==> config.mk <==
export PLATFORM = sky130hd
export DESIGN_NAME = cct_timer
export DESIGN_NICKNAME = d
export VERILOG_FILES = /design/src/hdl/cct_pkg.sv /design/src/hdl/cct_sync.sv /design/src/hdl/cct_timer.sv
export SDC_FILE = /design/constraint.sdc
export NUM_CORES = 1
export LEC_CHECK = 0
export BUFFER_PORTS_ARGS = -buffer_cell sky130_fd_sc_hd__clkbuf_2
export CAP_MARGIN = 20
export CORE_MARGIN = 2
export CORE_UTILIZATION = 45
export CTS_BUF_LIST = sky130_fd_sc_hd__clkbuf_8
export DETAILED_ROUTE_END_ITERATION = 10
export PLACE_DENSITY = 0.66
export SYNTH_ARGS = -nofsm -noshare
export SYNTH_HDL_FRONTEND = slang
export SYNTH_HIERARCHICAL = 1
export SYNTH_SLANG_ARGS = --single-unit
==> constraint.sdc <==
create_clock -name clock -period 7.15 [get_ports clock]
set_input_delay 0.3575 -clock clock [delete_from_list [all_inputs] [get_ports clock]]
set_output_delay 0.3575 -clock clock [all_outputs]
set_load 0.05 [all_outputs]
==> src/hdl/cct_pkg.sv <==
// constants of the capture/compare timer: register map, field positions, reset values
package cct_pkg;

    // register byte offsets on the avalon slave
    localparam logic [4:0] off_count_value   = 5'h00;
    localparam logic [4:0] off_cc_reg_a      = 5'h04;
    localparam logic [4:0] off_cc_reg_b      = 5'h08;
    localparam logic [4:0] off_mode_control  = 5'h0c;
    localparam logic [4:0] off_prescaler     = 5'h10;
    localparam logic [4:0] off_cc_control    = 5'h14;
    localparam logic [4:0] off_out_control   = 5'h18;

    // timer_mode_control fields
    localparam int mode_ovf_bit  = 0;
    localparam int mode_sel_lo   = 2;
    localparam int mode_sel_hi   = 3;

    // prescaler_mode fields
    localparam int presc_div_lo  = 0;
    localparam int presc_ea_lo   = 4;
    localparam int presc_eb_lo   = 6;

    // capture/compare control fields
    localparam int cc_a_capture  = 0;
    localparam int cc_b_capture  = 1;

    // output control fields
    localparam int oc_pin1_out   = 0;
    localparam int oc_tout_en    = 1;
    localparam int oc_one_shot   = 2;

    typedef enum logic [1:0] {
        cct_mode_stop,
        cct_mode_free,
        cct_mode_clr_edge,
        cct_mode_clr_match
    } cct_mode_t;

    // edge select codes
    localparam logic [1:0] edge_fall = 2'h0;
    localparam logic [1:0] edge_rise = 2'h1;
    localparam logic [1:0] edge_both = 2'h2;

    localparam logic [15:0] count_max   = 16'hffff;
    localparam logic [15:0] count_zero  = 16'h0000;
    localparam logic [15:0] cc_reset    = 16'h0000;
    localparam logic [7:0]  div_reset   = 8'h00;
    localparam logic [31:0] rd_unmapped = 32'h0000_0000;

endpackage : cct_pkg

==> src/hdl/cct_sync.sv <==
// three-stage input synchroniser with agreement filter and edge pulses
`timescale 1ns/1ns
`default_nettype none
module cct_sync (
    input  wire logic clock,
    input  wire logic reset,
    input  wire logic pin_in,
    output logic      level,
    output logic      rise,
    output logic      fall
);
    typedef struct packed {
        logic s1;
        logic s2;
        logic s3;
        logic lvl;
        logic rise;
        logic fall;
        logic [1:0] fill;
    } cct_sync_t;

    cct_sync_t st_r;
    cct_sync_t st_nxt;

    always_comb begin
        st_nxt      = st_r;
        st_nxt.s1   = pin_in;
        st_nxt.s2   = st_r.s1;
        st_nxt.s3   = st_r.s2;
        st_nxt.rise = 1'b0;
        st_nxt.fall = 1'b0;
        // only s2 and s3 are compared, s1 stays private
        if (st_r.fill != 2'h3) begin
            // priming: adopt the idle level silently, no false edge after reset
            st_nxt.fill = st_r.fill + 2'h1;
            st_nxt.lvl  = st_r.s2;
        end else if (st_r.s2 == st_r.s3 && st_r.s3 != st_r.lvl) begin
            st_nxt.lvl  = st_r.s3;
            st_nxt.rise = st_r.s3;
            st_nxt.fall = ~st_r.s3;
        end
    end

    always_ff @(posedge clock) begin
        if (reset) begin
            st_r <= '0;
        end else begin
            st_r <= st_nxt;
        end
    end

    assign level = st_r.lvl;
    assign rise  = st_r.rise;
    assign fall  = st_r.fall;
endmodule : cct_sync
`default_nettype wire

==> src/hdl/cct_timer.sv <==
// 16-bit capture/compare timer with avalon-mm register slave
//
// What this block does
// - with reg a at zero in free or clear-on-edge mode, match_irq_a fires on the 0000H to 0001H step after wrap.
// - with reg a at zero, match_irq_a also fires on a match, a capture_input_b edge and a one-shot clear.
// - shared_port_pin_1 is either capture_input_b or timer_output, never both.
// - a reg a capture colliding with a read or a stop gives a loose read or stored value only.
// - with reg b at zero, match_irq_b fires on the 0000H to 0001H step, a match, a capture_input_a edge and a one-shot clear.
// - a reg b capture colliding with a read or a stop gives a loose read or stored value only.
// - capture_compare_reg_b accepts writes while the counter runs.
// - the counter runs whenever the mode select bits are not both zero and stops when they are.
// - the active edge of capture_input_a comes from prescaler_mode.
// - a count wrap from FFFFH to 0000H sets overflow_flag.
//
// The Avalon-MM slave port and the address map were left to the implementer.
`timescale 1ns/1ns
`default_nettype none
module cct_timer (
    input  wire logic        clock,
    input  wire logic        reset,
    input  wire logic [4:0]  avs_address,
    input  wire logic        avs_read,
    input  wire logic        avs_write,
    input  wire logic [31:0] avs_writedata,
    input  wire logic [3:0]  avs_byteenable,
    output logic [31:0]      avs_readdata,
    output logic             avs_waitrequest,
    input  wire logic        shared_port_pin_0,
    input  wire logic        pin1_in,
    output logic             pin1_out,
    output logic             pin1_oe,
    output logic             timer_output,
    output logic             match_irq_a,
    output logic             match_irq_b
);
    typedef struct packed {
        logic [15:0]       count;
        logic [15:0]       cr_a;
        logic [15:0]       cr_b;
        cct_pkg::cct_mode_t mode;
        logic              ovf;
        logic [1:0]        div_sel;
        logic [1:0]        edge_a_sel;
        logic [1:0]        edge_b_sel;
        logic [7:0]        div_cnt;
        logic              cap_a;
        logic              cap_b;
        logic              pin1_sel;
        logic              tout_en;
        logic              tout;
        logic              irq_a;
        logic              irq_b;
        logic              wait_n;
        logic [31:0]       rdata;
    } cct_state_t;

    cct_state_t st_r;
    cct_state_t st_nxt;

    logic in_a_lvl;
    logic in_a_rise;
    logic in_a_fall;
    logic in_b_lvl;
    logic in_b_rise;
    logic in_b_fall;

    cct_sync u_sync_a (
        .clock  (clock),
        .reset  (reset),
        .pin_in (shared_port_pin_0),
        .level  (in_a_lvl),
        .rise   (in_a_rise),
        .fall   (in_a_fall)
    );

    cct_sync u_sync_b (
        .clock  (clock),
        .reset  (reset),
        .pin_in (pin1_in),
        .level  (in_b_lvl),
        .rise   (in_b_rise),
        .fall   (in_b_fall)
    );

    function automatic logic cct_valid_edge(input logic [1:0] sel,
                                            input logic rise,
                                            input logic fall);
        case (sel)
            cct_pkg::edge_fall: cct_valid_edge = fall;
            cct_pkg::edge_rise: cct_valid_edge = rise;
            cct_pkg::edge_both: cct_valid_edge = rise | fall;
            default:            cct_valid_edge = 1'b0;
        endcase
    endfunction : cct_valid_edge

    function automatic logic [15:0] cct_merge16(input logic [15:0] old,
                                                input logic [31:0] wd,
                                                input logic [3:0]  be);
        cct_merge16 = {be[1] ? wd[15:8] : old[15:8], be[0] ? wd[7:0] : old[7:0]};
    endfunction : cct_merge16

    logic        running;
    logic        tick;
    logic        edge_a;
    logic        edge_b;
    logic        match_a;
    logic        match_b;
    logic        wrap;
    logic        clr_cnt;
    logic        wr_go;
    logic        one_shot;
    logic        ovf_set;

    always_comb begin
        running  = st_r.mode != cct_pkg::cct_mode_stop;
        tick     = running && ((st_r.div_cnt & ((8'h01 << st_r.div_sel) - 8'h01)) == 8'h00);
        edge_a   = cct_valid_edge(st_r.edge_a_sel, in_a_rise, in_a_fall);
        // input b ignored while pin drives
        edge_b   = !st_r.pin1_sel && cct_valid_edge(st_r.edge_b_sel, in_b_rise, in_b_fall);
        match_a  = tick && st_r.count == st_r.cr_a;
        match_b  = tick && st_r.count == st_r.cr_b;
        wr_go    = avs_write && !st_r.wait_n;
        one_shot = wr_go && avs_address == cct_pkg::off_out_control && avs_byteenable[0]
                   && avs_writedata[cct_pkg::oc_one_shot] && running;
        clr_cnt  = one_shot
                   || (st_r.mode == cct_pkg::cct_mode_clr_edge && edge_a)
                   || (st_r.mode == cct_pkg::cct_mode_clr_match && match_a && !st_r.cap_a);
        wrap     = tick && !clr_cnt && st_r.count == cct_pkg::count_max;
        ovf_set  = wrap;
    end

    always_comb begin
        st_nxt = st_r;
        st_nxt.irq_a = 1'b0;
        st_nxt.irq_b = 1'b0;
        st_nxt.div_cnt = running ? st_r.div_cnt + 8'h01 : cct_pkg::div_reset;

        if (!running) begin
            st_nxt.count = cct_pkg::count_zero;
        end else if (clr_cnt) begin
            st_nxt.count = cct_pkg::count_zero;
        end else if (tick) begin
            st_nxt.count = st_r.count + 16'h0001;
        end

        // zero compare fires on 0000H to 0001H
        // zero compare also on edge b and one-shot
        if (!st_r.cap_a && (match_a || (st_r.cr_a == cct_pkg::cc_reset && (edge_b || one_shot)))) begin
            st_nxt.irq_a = running;
        end
        if (!st_r.cap_b && (match_b || (st_r.cr_b == cct_pkg::cc_reset && (edge_a || one_shot)))) begin
            st_nxt.irq_b = running;
        end

        // capture uses the live count, also on a stopping edge
        if (st_r.cap_a && edge_b) begin
            st_nxt.cr_a = st_r.count;
        end
        // capture b from the live count
        if (st_r.cap_b && edge_a) begin
            st_nxt.cr_b = st_r.count;
        end

        if (st_r.tout_en && running && match_a && !st_r.cap_a) begin
            st_nxt.tout = ~st_r.tout;
        end

        // bus: one wait cycle, then answer
        if ((avs_read || avs_write) && st_r.wait_n) begin
            st_nxt.wait_n = 1'b0;
            case (avs_address)
                cct_pkg::off_count_value:  st_nxt.rdata = {16'h0000, st_r.count};
                // read during capture returns the older word
                cct_pkg::off_cc_reg_a:     st_nxt.rdata = {16'h0000, st_r.cr_a};
                cct_pkg::off_cc_reg_b:     st_nxt.rdata = {16'h0000, st_r.cr_b};
                cct_pkg::off_mode_control: st_nxt.rdata = {28'h000_0000, st_r.mode, 1'b0, st_r.ovf};
                cct_pkg::off_prescaler:    st_nxt.rdata = {24'h00_0000, st_r.edge_b_sel,
                                                           st_r.edge_a_sel, 2'h0, st_r.div_sel};
                cct_pkg::off_cc_control:   st_nxt.rdata = {30'h0000_0000, st_r.cap_b, st_r.cap_a};
                cct_pkg::off_out_control:  st_nxt.rdata = {29'h0000_0000, 1'b0, st_r.tout_en,
                                                           st_r.pin1_sel};
                default:                   st_nxt.rdata = cct_pkg::rd_unmapped;
            endcase
        end else if (!st_r.wait_n) begin
            st_nxt.wait_n = 1'b1;
        end

        if (wr_go) begin
            case (avs_address)
                // reg a write taken as is, software keeps it still while running
                cct_pkg::off_cc_reg_a: begin
                    st_nxt.cr_a = cct_merge16(st_r.cr_a, avs_writedata, avs_byteenable);
                end
                cct_pkg::off_cc_reg_b: begin
                    st_nxt.cr_b = cct_merge16(st_r.cr_b, avs_writedata, avs_byteenable);
                end
                // mode bits taken as written, software stops first
                cct_pkg::off_mode_control: begin
                    if (avs_byteenable[0]) begin
                        st_nxt.mode = cct_pkg::cct_mode_t'(avs_writedata[cct_pkg::mode_sel_hi:
                                                                           cct_pkg::mode_sel_lo]);
                        st_nxt.ovf  = avs_writedata[cct_pkg::mode_ovf_bit];
                    end
                end
                cct_pkg::off_prescaler: begin
                    if (avs_byteenable[0]) begin
                        st_nxt.div_sel    = avs_writedata[cct_pkg::presc_div_lo +: 2];
                        st_nxt.edge_a_sel = avs_writedata[cct_pkg::presc_ea_lo +: 2];
                        st_nxt.edge_b_sel = avs_writedata[cct_pkg::presc_eb_lo +: 2];
                    end
                end
                cct_pkg::off_cc_control: begin
                    if (avs_byteenable[0]) begin
                        st_nxt.cap_a = avs_writedata[cct_pkg::cc_a_capture];
                        st_nxt.cap_b = avs_writedata[cct_pkg::cc_b_capture];
                    end
                end
                cct_pkg::off_out_control: begin
                    if (avs_byteenable[0]) begin
                        st_nxt.pin1_sel = avs_writedata[cct_pkg::oc_pin1_out];
                        st_nxt.tout_en  = avs_writedata[cct_pkg::oc_tout_en];
                    end
                end
                default: begin
                end
            endcase
        end

        // set wins over a clearing write
        if (ovf_set) begin
            st_nxt.ovf = 1'b1;
        end
    end

    always_ff @(posedge clock) begin
        if (reset) begin
            st_r         <= '0;
            st_r.mode    <= cct_pkg::cct_mode_stop;
            st_r.cr_a    <= cct_pkg::cc_reset;
            st_r.cr_b    <= cct_pkg::cc_reset;
            st_r.div_cnt <= cct_pkg::div_reset;
            st_r.wait_n  <= 1'b1;
        end else begin
            st_r <= st_nxt;
        end
    end

    assign avs_readdata    = st_r.rdata;
    assign avs_waitrequest = st_r.wait_n;
    assign match_irq_a     = st_r.irq_a;
    assign match_irq_b     = st_r.irq_b;
    assign timer_output    = st_r.tout;
    // pin drives only when chosen as output
    assign pin1_oe         = st_r.pin1_sel;
    assign pin1_out        = st_r.tout;
endmodule : cct_timer
`default_nettype wire

* After elaboration in Yosys (flattened, before gate mapping)
Index checks and enable logic that the tools add are counted.
** Word-level totals
- Word-level logic and storage cells :: 157
- Bits in registers :: 121
- Bits of input ports :: 47
** Operators by class
- Equality and inequality tests :: 25
- Reduce and logical (&&, ||, !) cells :: 61
- $add $sub $neg :: 5
- Muxes and demuxes :: 20
- Shift operators :: 1
- Bitwise logic cells :: 11
** Operator list (number)
- 16-bit one-hot mux with 7 select lines :: 1
- 16-bit two-way mux :: 4
- 41-bit two-way mux :: 1
- 16-bit == test :: 2
- 16-bit logical NOT :: 2
- 1-bit logical AND :: 26
- 16-bit by 1-bit adder with 16-bit output (second input constant) :: 1
- 16-bit == test (second input constant) :: 1
- 8-bit two-way mux :: 2
- 5-bit == test (second input constant) :: 3
- 3-bit AND reduction :: 5
- 3-bit two-way mux :: 4
- 6-bit two-way mux :: 2
- 3-bit != test (second input constant) :: 4
- 2-bit nonzero test :: 6
- 5-bit by 4-bit == test with 1-bit output (second input constant) :: 2
- 3-bit OR reduction :: 3
- 8-bit by 1-bit adder with 8-bit output (second input constant) :: 1
- 8-bit AND :: 1
- 2-bit == test (second input constant) :: 4
- 8-bit logical NOT :: 1
- 1-bit NOT :: 8
- 1-bit by 2-bit << shifter with 8-bit output (first input constant) :: 1
- 8-bit by 1-bit subtractor with 8-bit output (second input constant) :: 1
- 14 further kinds :: 37

* Depth between registers and ports, before layout
- Word-level depth :: 14
- Gate-level depth with buffers :: 9
- Gate-level depth less buffers :: 8

* Cells and area by module
Netlist, hierarchy kept.
** Modules (own cells, without submodules)
- cct_timer :: cells an instance 613, area an instance 5172.5 µm², times used 1, seq. area each 1781.7 µm²
- cct_sync :: cells an instance 24, area an instance 275.3 µm², times used 2, seq. area each 160.2 µm²

* Worst setup path after synthesis
No wires, ideal clock.
- Path kind :: flip-flop to flip-flop
- Start :: register st_r[53] in the netlist's numbering
- End :: register st_r[104] in the netlist's numbering
- Cell stages (with the launch flop) :: 10
- Setup slack :: 4.919 ns
- Arrival :: 2.161 ns
- Data required time :: 7.080 ns
- Setup time :: 0.070 ns
- Period minus slack after synthesis :: 2.231 ns
- Cell sequence :: dfxtp_1 > and2_1 > inv_1 > ha_1 > nand2b_1 > o2111ai_1 > or4_1 > buf_2 > or3_1 > a21oi_1
** On the way
- Longest elaborated chain between the ends :: 10
** RTL lines
- start, declared :: line cct_timer.sv:57 : cct_state_t st_r;
- start signal, assigned :: line cct_timer.sv:244 : st_r <= st_nxt;
- 1-bit by 2-bit << shifter with 8-bit output (*) :: line cct_timer.sv:116 : tick = running && ((st_r.div_cnt & ((8'h01 << st_r.div_sel) - 8'h01)) == 8'h00);
- 8-bit by 1-bit subtractor with 8-bit output (*) :: line cct_timer.sv:116
- 8-bit AND (*) :: line cct_timer.sv:116
- 8-bit logical NOT (*) :: line cct_timer.sv:116
- 1-bit logical AND (*) :: line cct_timer.sv:116
- 1-bit logical AND :: line cct_timer.sv:120 : match_a = tick && st_r.count == st_r.cr_a;
- 1-bit logical AND (2 in a row) :: line cct_timer.sv:127 : || (st_r.mode == cct_pkg::cct_mode_clr_match && match_a && !st_r.cap_a);
- 1-bit logical OR :: line cct_timer.sv:127
- 3-bit OR reduction (no source line)
Mark *: on every way between the ends. The rest lies on a longest branch, timed or not.
A chain may end at the register's enable or synchronous reset.

* Worst setup path in the final report
Same ends and word-level chain as after synthesis.

==> summary.md <==
| Metric | Value |
|---|---|
| Status | `finished, final reports clean` |
| Worst VDD drop | `125 µV` |
| Slowest CP cell | `or4_1` |
| Buffers on Ports | `50` |
| Wire length per cell | `17.5 µm` |
| Htree depth | `3` |
| Leakage | `0.00223 µW` |
| Maximum number of pins on one net before global-route repair | `82` |
| Fin crit period | `2.96 ns` |
| Final Hold Vio Count | `0` |
| R2r worst-path depth | `8` |
| Max clock buf depth | `2` |
| Main synth FF type | `dfxtp_1` |
| Area of the multi-input gates | `3160 µm²` |
| Maxcap violations | `0` |
| Hold worst-path end | `u_sync_a/st_nxt[6]` |
| Critical-path maximum fanout | `12` |
| Worst R2R End | `st_r[104]` |
| Area after DPL | `5810 µm²` |
| # hold bufs at CTS | `0` |
| Clk pwr share | `38.3%` |
| # nets final | `714` |
| Internal | `833 µW` |
| Synth cell types | `65` |
| CTS tree | `done` |
| Final Wtd Congestion | `0.919` |
| Met2 routed WL | `6810 µm` |
| Initial DRC count | `465` |
| Dominant cells by area after synthesis | `dfxtp_1 (37%), nor2_1 (6.0%), buf_4 (4.9%)` |
| Share of cells above drive strength 1 | `18.0%` |
| YS warnings | `6` |
| Die ar. | `13600 µm²` |
| Std-Cell Core Area | `12500 µm²` |
| Root buf cell | `clkbuf_8` |
| Hold Path Class | `in -> reg` |
| Power per cell area | `185 nW/µm²` |
| Worst-Skew Late Latency | `0.38 ns` |
| Global route overflow | `0` |
| Slew at the pin closest to its max-slew limit | `0.993 ns` |
| Count leader, synth | `dfxtp_1` |
| Std-Cell Rows | `41` |
| Filler Cell Count | `1242` |
| Layout area overhead | `5.79%` |
| Net Sw Frac | `25.6%` |
| Crit Path Class | `reg -> reg` |
| CP startpoint | `st_r[53]` |
| Clk slew on worst S/H paths | `0.10 ns` |
| Via density per instance | `5.83` |
| Ys async rst share | `0%` |
| Worst Path Arrival | `3.26 ns` |
| CTS buffer count | `9` |
| Worst hold slack | `0.187 ns` |
| DP HPWL | `10500 µm` |
| Post-Syn Area | `5720 µm²` |
| Largest area contributor in the netlist | `dfxtp_1` |
| Seq/Total Area, Yosys | `36.7%` |
| Slew HR | `33.6%` |
| Die height | `117 µm` |
| Critical path startpoint category | `flop` |
| Final instance area | `6050 µm²` |
| FF+latch count, synth | `105` |
| Die W | `117 µm` |
| # IOs | `85` |
| Comb power frac | `8.3%` |
| Worst hold start | `shared_port_pin_0` |
| Max layer used | `met4` |
| Non-Filler Instances | `839` |
| WL met3 | `901 µm` |
| Final Max Tran Viols | `0` |
| Worst stage delay on the critical path | `0.81 ns` |
| DRC | `0` |
| Total wire length | `14700 µm` |
| Number of synthesized flops with an enable pin | `0` |
| Reg area | `2100 µm²` |
| DR pass1 iterations | `5` |
| Average size of a mapped cell | `8.66 µm²` |
| Ant. Diodes | `0` |
| Placed cells | `822` |
| First-pass GRT wire length | `23500 µm` |
| Vias | `4895` |
| Final period utilization | `41.4%` |
| Worst R2R Setup Slack | `4.19 ns` |
| Skew final | `0.0103 ns` |
| CP required | `7.46 ns` |
| Cell Chain, Critical Path | `and2_1, inv_1, ha_1, nand2b_1, o2111ai_1, or4_1, or3_1, a21oi_1` |
| Setup violations, final | `0` |
| Starting Density | `45.7%` |
| Min-Delay Path Depth | `2` |
| Synth cell count leaders | `dfxtp_1 (105), nor2_1 (92), buf_4 (37), nand2_1 (37), xnor2_1 (28)` |
| CP endpoint kind | `flop` |
| Post-CTS Setup Bufs | `0` |
| NetSw | `287 µW` |
| M1 wire length | `6650 µm` |
| Post-CTS resize count | `0` |
| Antenna violations before repair | `0` |
| RSZ-0062 raised after global routing | `no` |
| Seq pwr share | `53.4%` |
| Gr usage total | `22.0%` |
| Setup TNS | `0 ns` |
| Post-Synthesis Cells | `661` |
| R2r startpoint | `st_r[53]` |
| Vias in the first global route | `4638` |
| Sink Count | `105` |
| Antenna Nets Post-Route | `0` |
| Highest clock rate | `338 MHz` |
| Share of the synthesized area in the top cell type | `36.7%` |
[kinds of logic (layout without fill, tap and decap cells)]
logic type / after synthesis / count (layout) / synth area share, %
flops: 105 / 105 / 36.7
other cells: 1 / 16 / 0.0655
xor+xnor: 52 / 52 / 7.96
simple gates: 247 / 247 / 22.3
compound gates: 129 / 129 / 17.6
buf+inv: 95 / 86 / 9.29
fa+ha+maj: 5 / 5 / 1.09
mux: 27 / 27 / 4.98
[cell usage in the layout, fill, tap and decap left out, drive strengths merged, types with 9 or more instances in the layout]
master,count
a211oi,11
a21oi,22
a22oi,23
a311oi,9
clkbuf,60
conb,16
dfxtp,105
inv,18
mux2i,24
nand2,38
nand3,22
nand4,11
nor2,93
nor2b,17
nor3,10
nor4,20
o21ai,18
o221a,24
xnor2,28
xor2,24
[how the worst max path moves through the flow]
stage / end / cells past startpoint
after floorplan: st_r[104] / 9
after global placement: st_r[97] / 6
after detailed placement: st_r[89] / 6
after CTS: st_r[104] / 8
after global routing: st_r[104] / 8
final: st_r[104] / 8
[worst max-delay path: cells and delay by family (launching register included)]
family / cells / cell delay (ns)
AND/OR/NAND/NOR: 4 / 1.52
buffers and inverters: 1 / 0.06
AO/OA/AOI/OAI: 2 / 0.59
adder cells (fa/ha/maj): 1 / 0.25
flip-flops: 1 / 0.47
[state kept, by name, summed over array words and instances, names as in the netlist, 2 cells and up]
name and flops:
st_r 68, avs_readdata 16, u_sync_a/st_r 3, u_sync_b/st_r 3, u_sync_a/st_nxt 2, u_sync_b/st_nxt 2
[power by group through the flow]
stage / sequential (µW) / combinational (µW) / clock [µW]
finish: 598 / 92.4 / 429
global route: 599 / 101 / 460
CTS: 598 / 91.7 / 441
detailed placement: 612 / 91.3 / 0
global placement: 611 / 88.0 / 0
floorplan: 612 / 71.4 / 0
[metrics by stage]
step	util, %	power (µW)	setup WS (ns)
2_1_floorplan	-	683	4.92
3_3_place_gp	46.4	699	4.27
3_5_place_dp	46.4	703	4.19
4_1_cts	48.3	1130	4.20
5_1_grt	48.4	1160	3.96
6_report	48.4	1120	4.19
[cell type report]
class,instances,area share [%]
clock buffer,10,2.27
clock inverter,6,1.61
inverter,15,0.930
multi-input combinational,476,52.2
sequential,105,34.7
tap,172,3.55
timing repair buffer,55,4.75
[routing by layer]
layer | GRT usage, % | vias up
met3 | 4.17 | 32
met1 | 29.6 | 2360
li1 | - | 2318
met5 | 0 | -
met2 | 35.6 | 185
met4 | 7.53 | 0
Power figures use the tool's default switching activity.
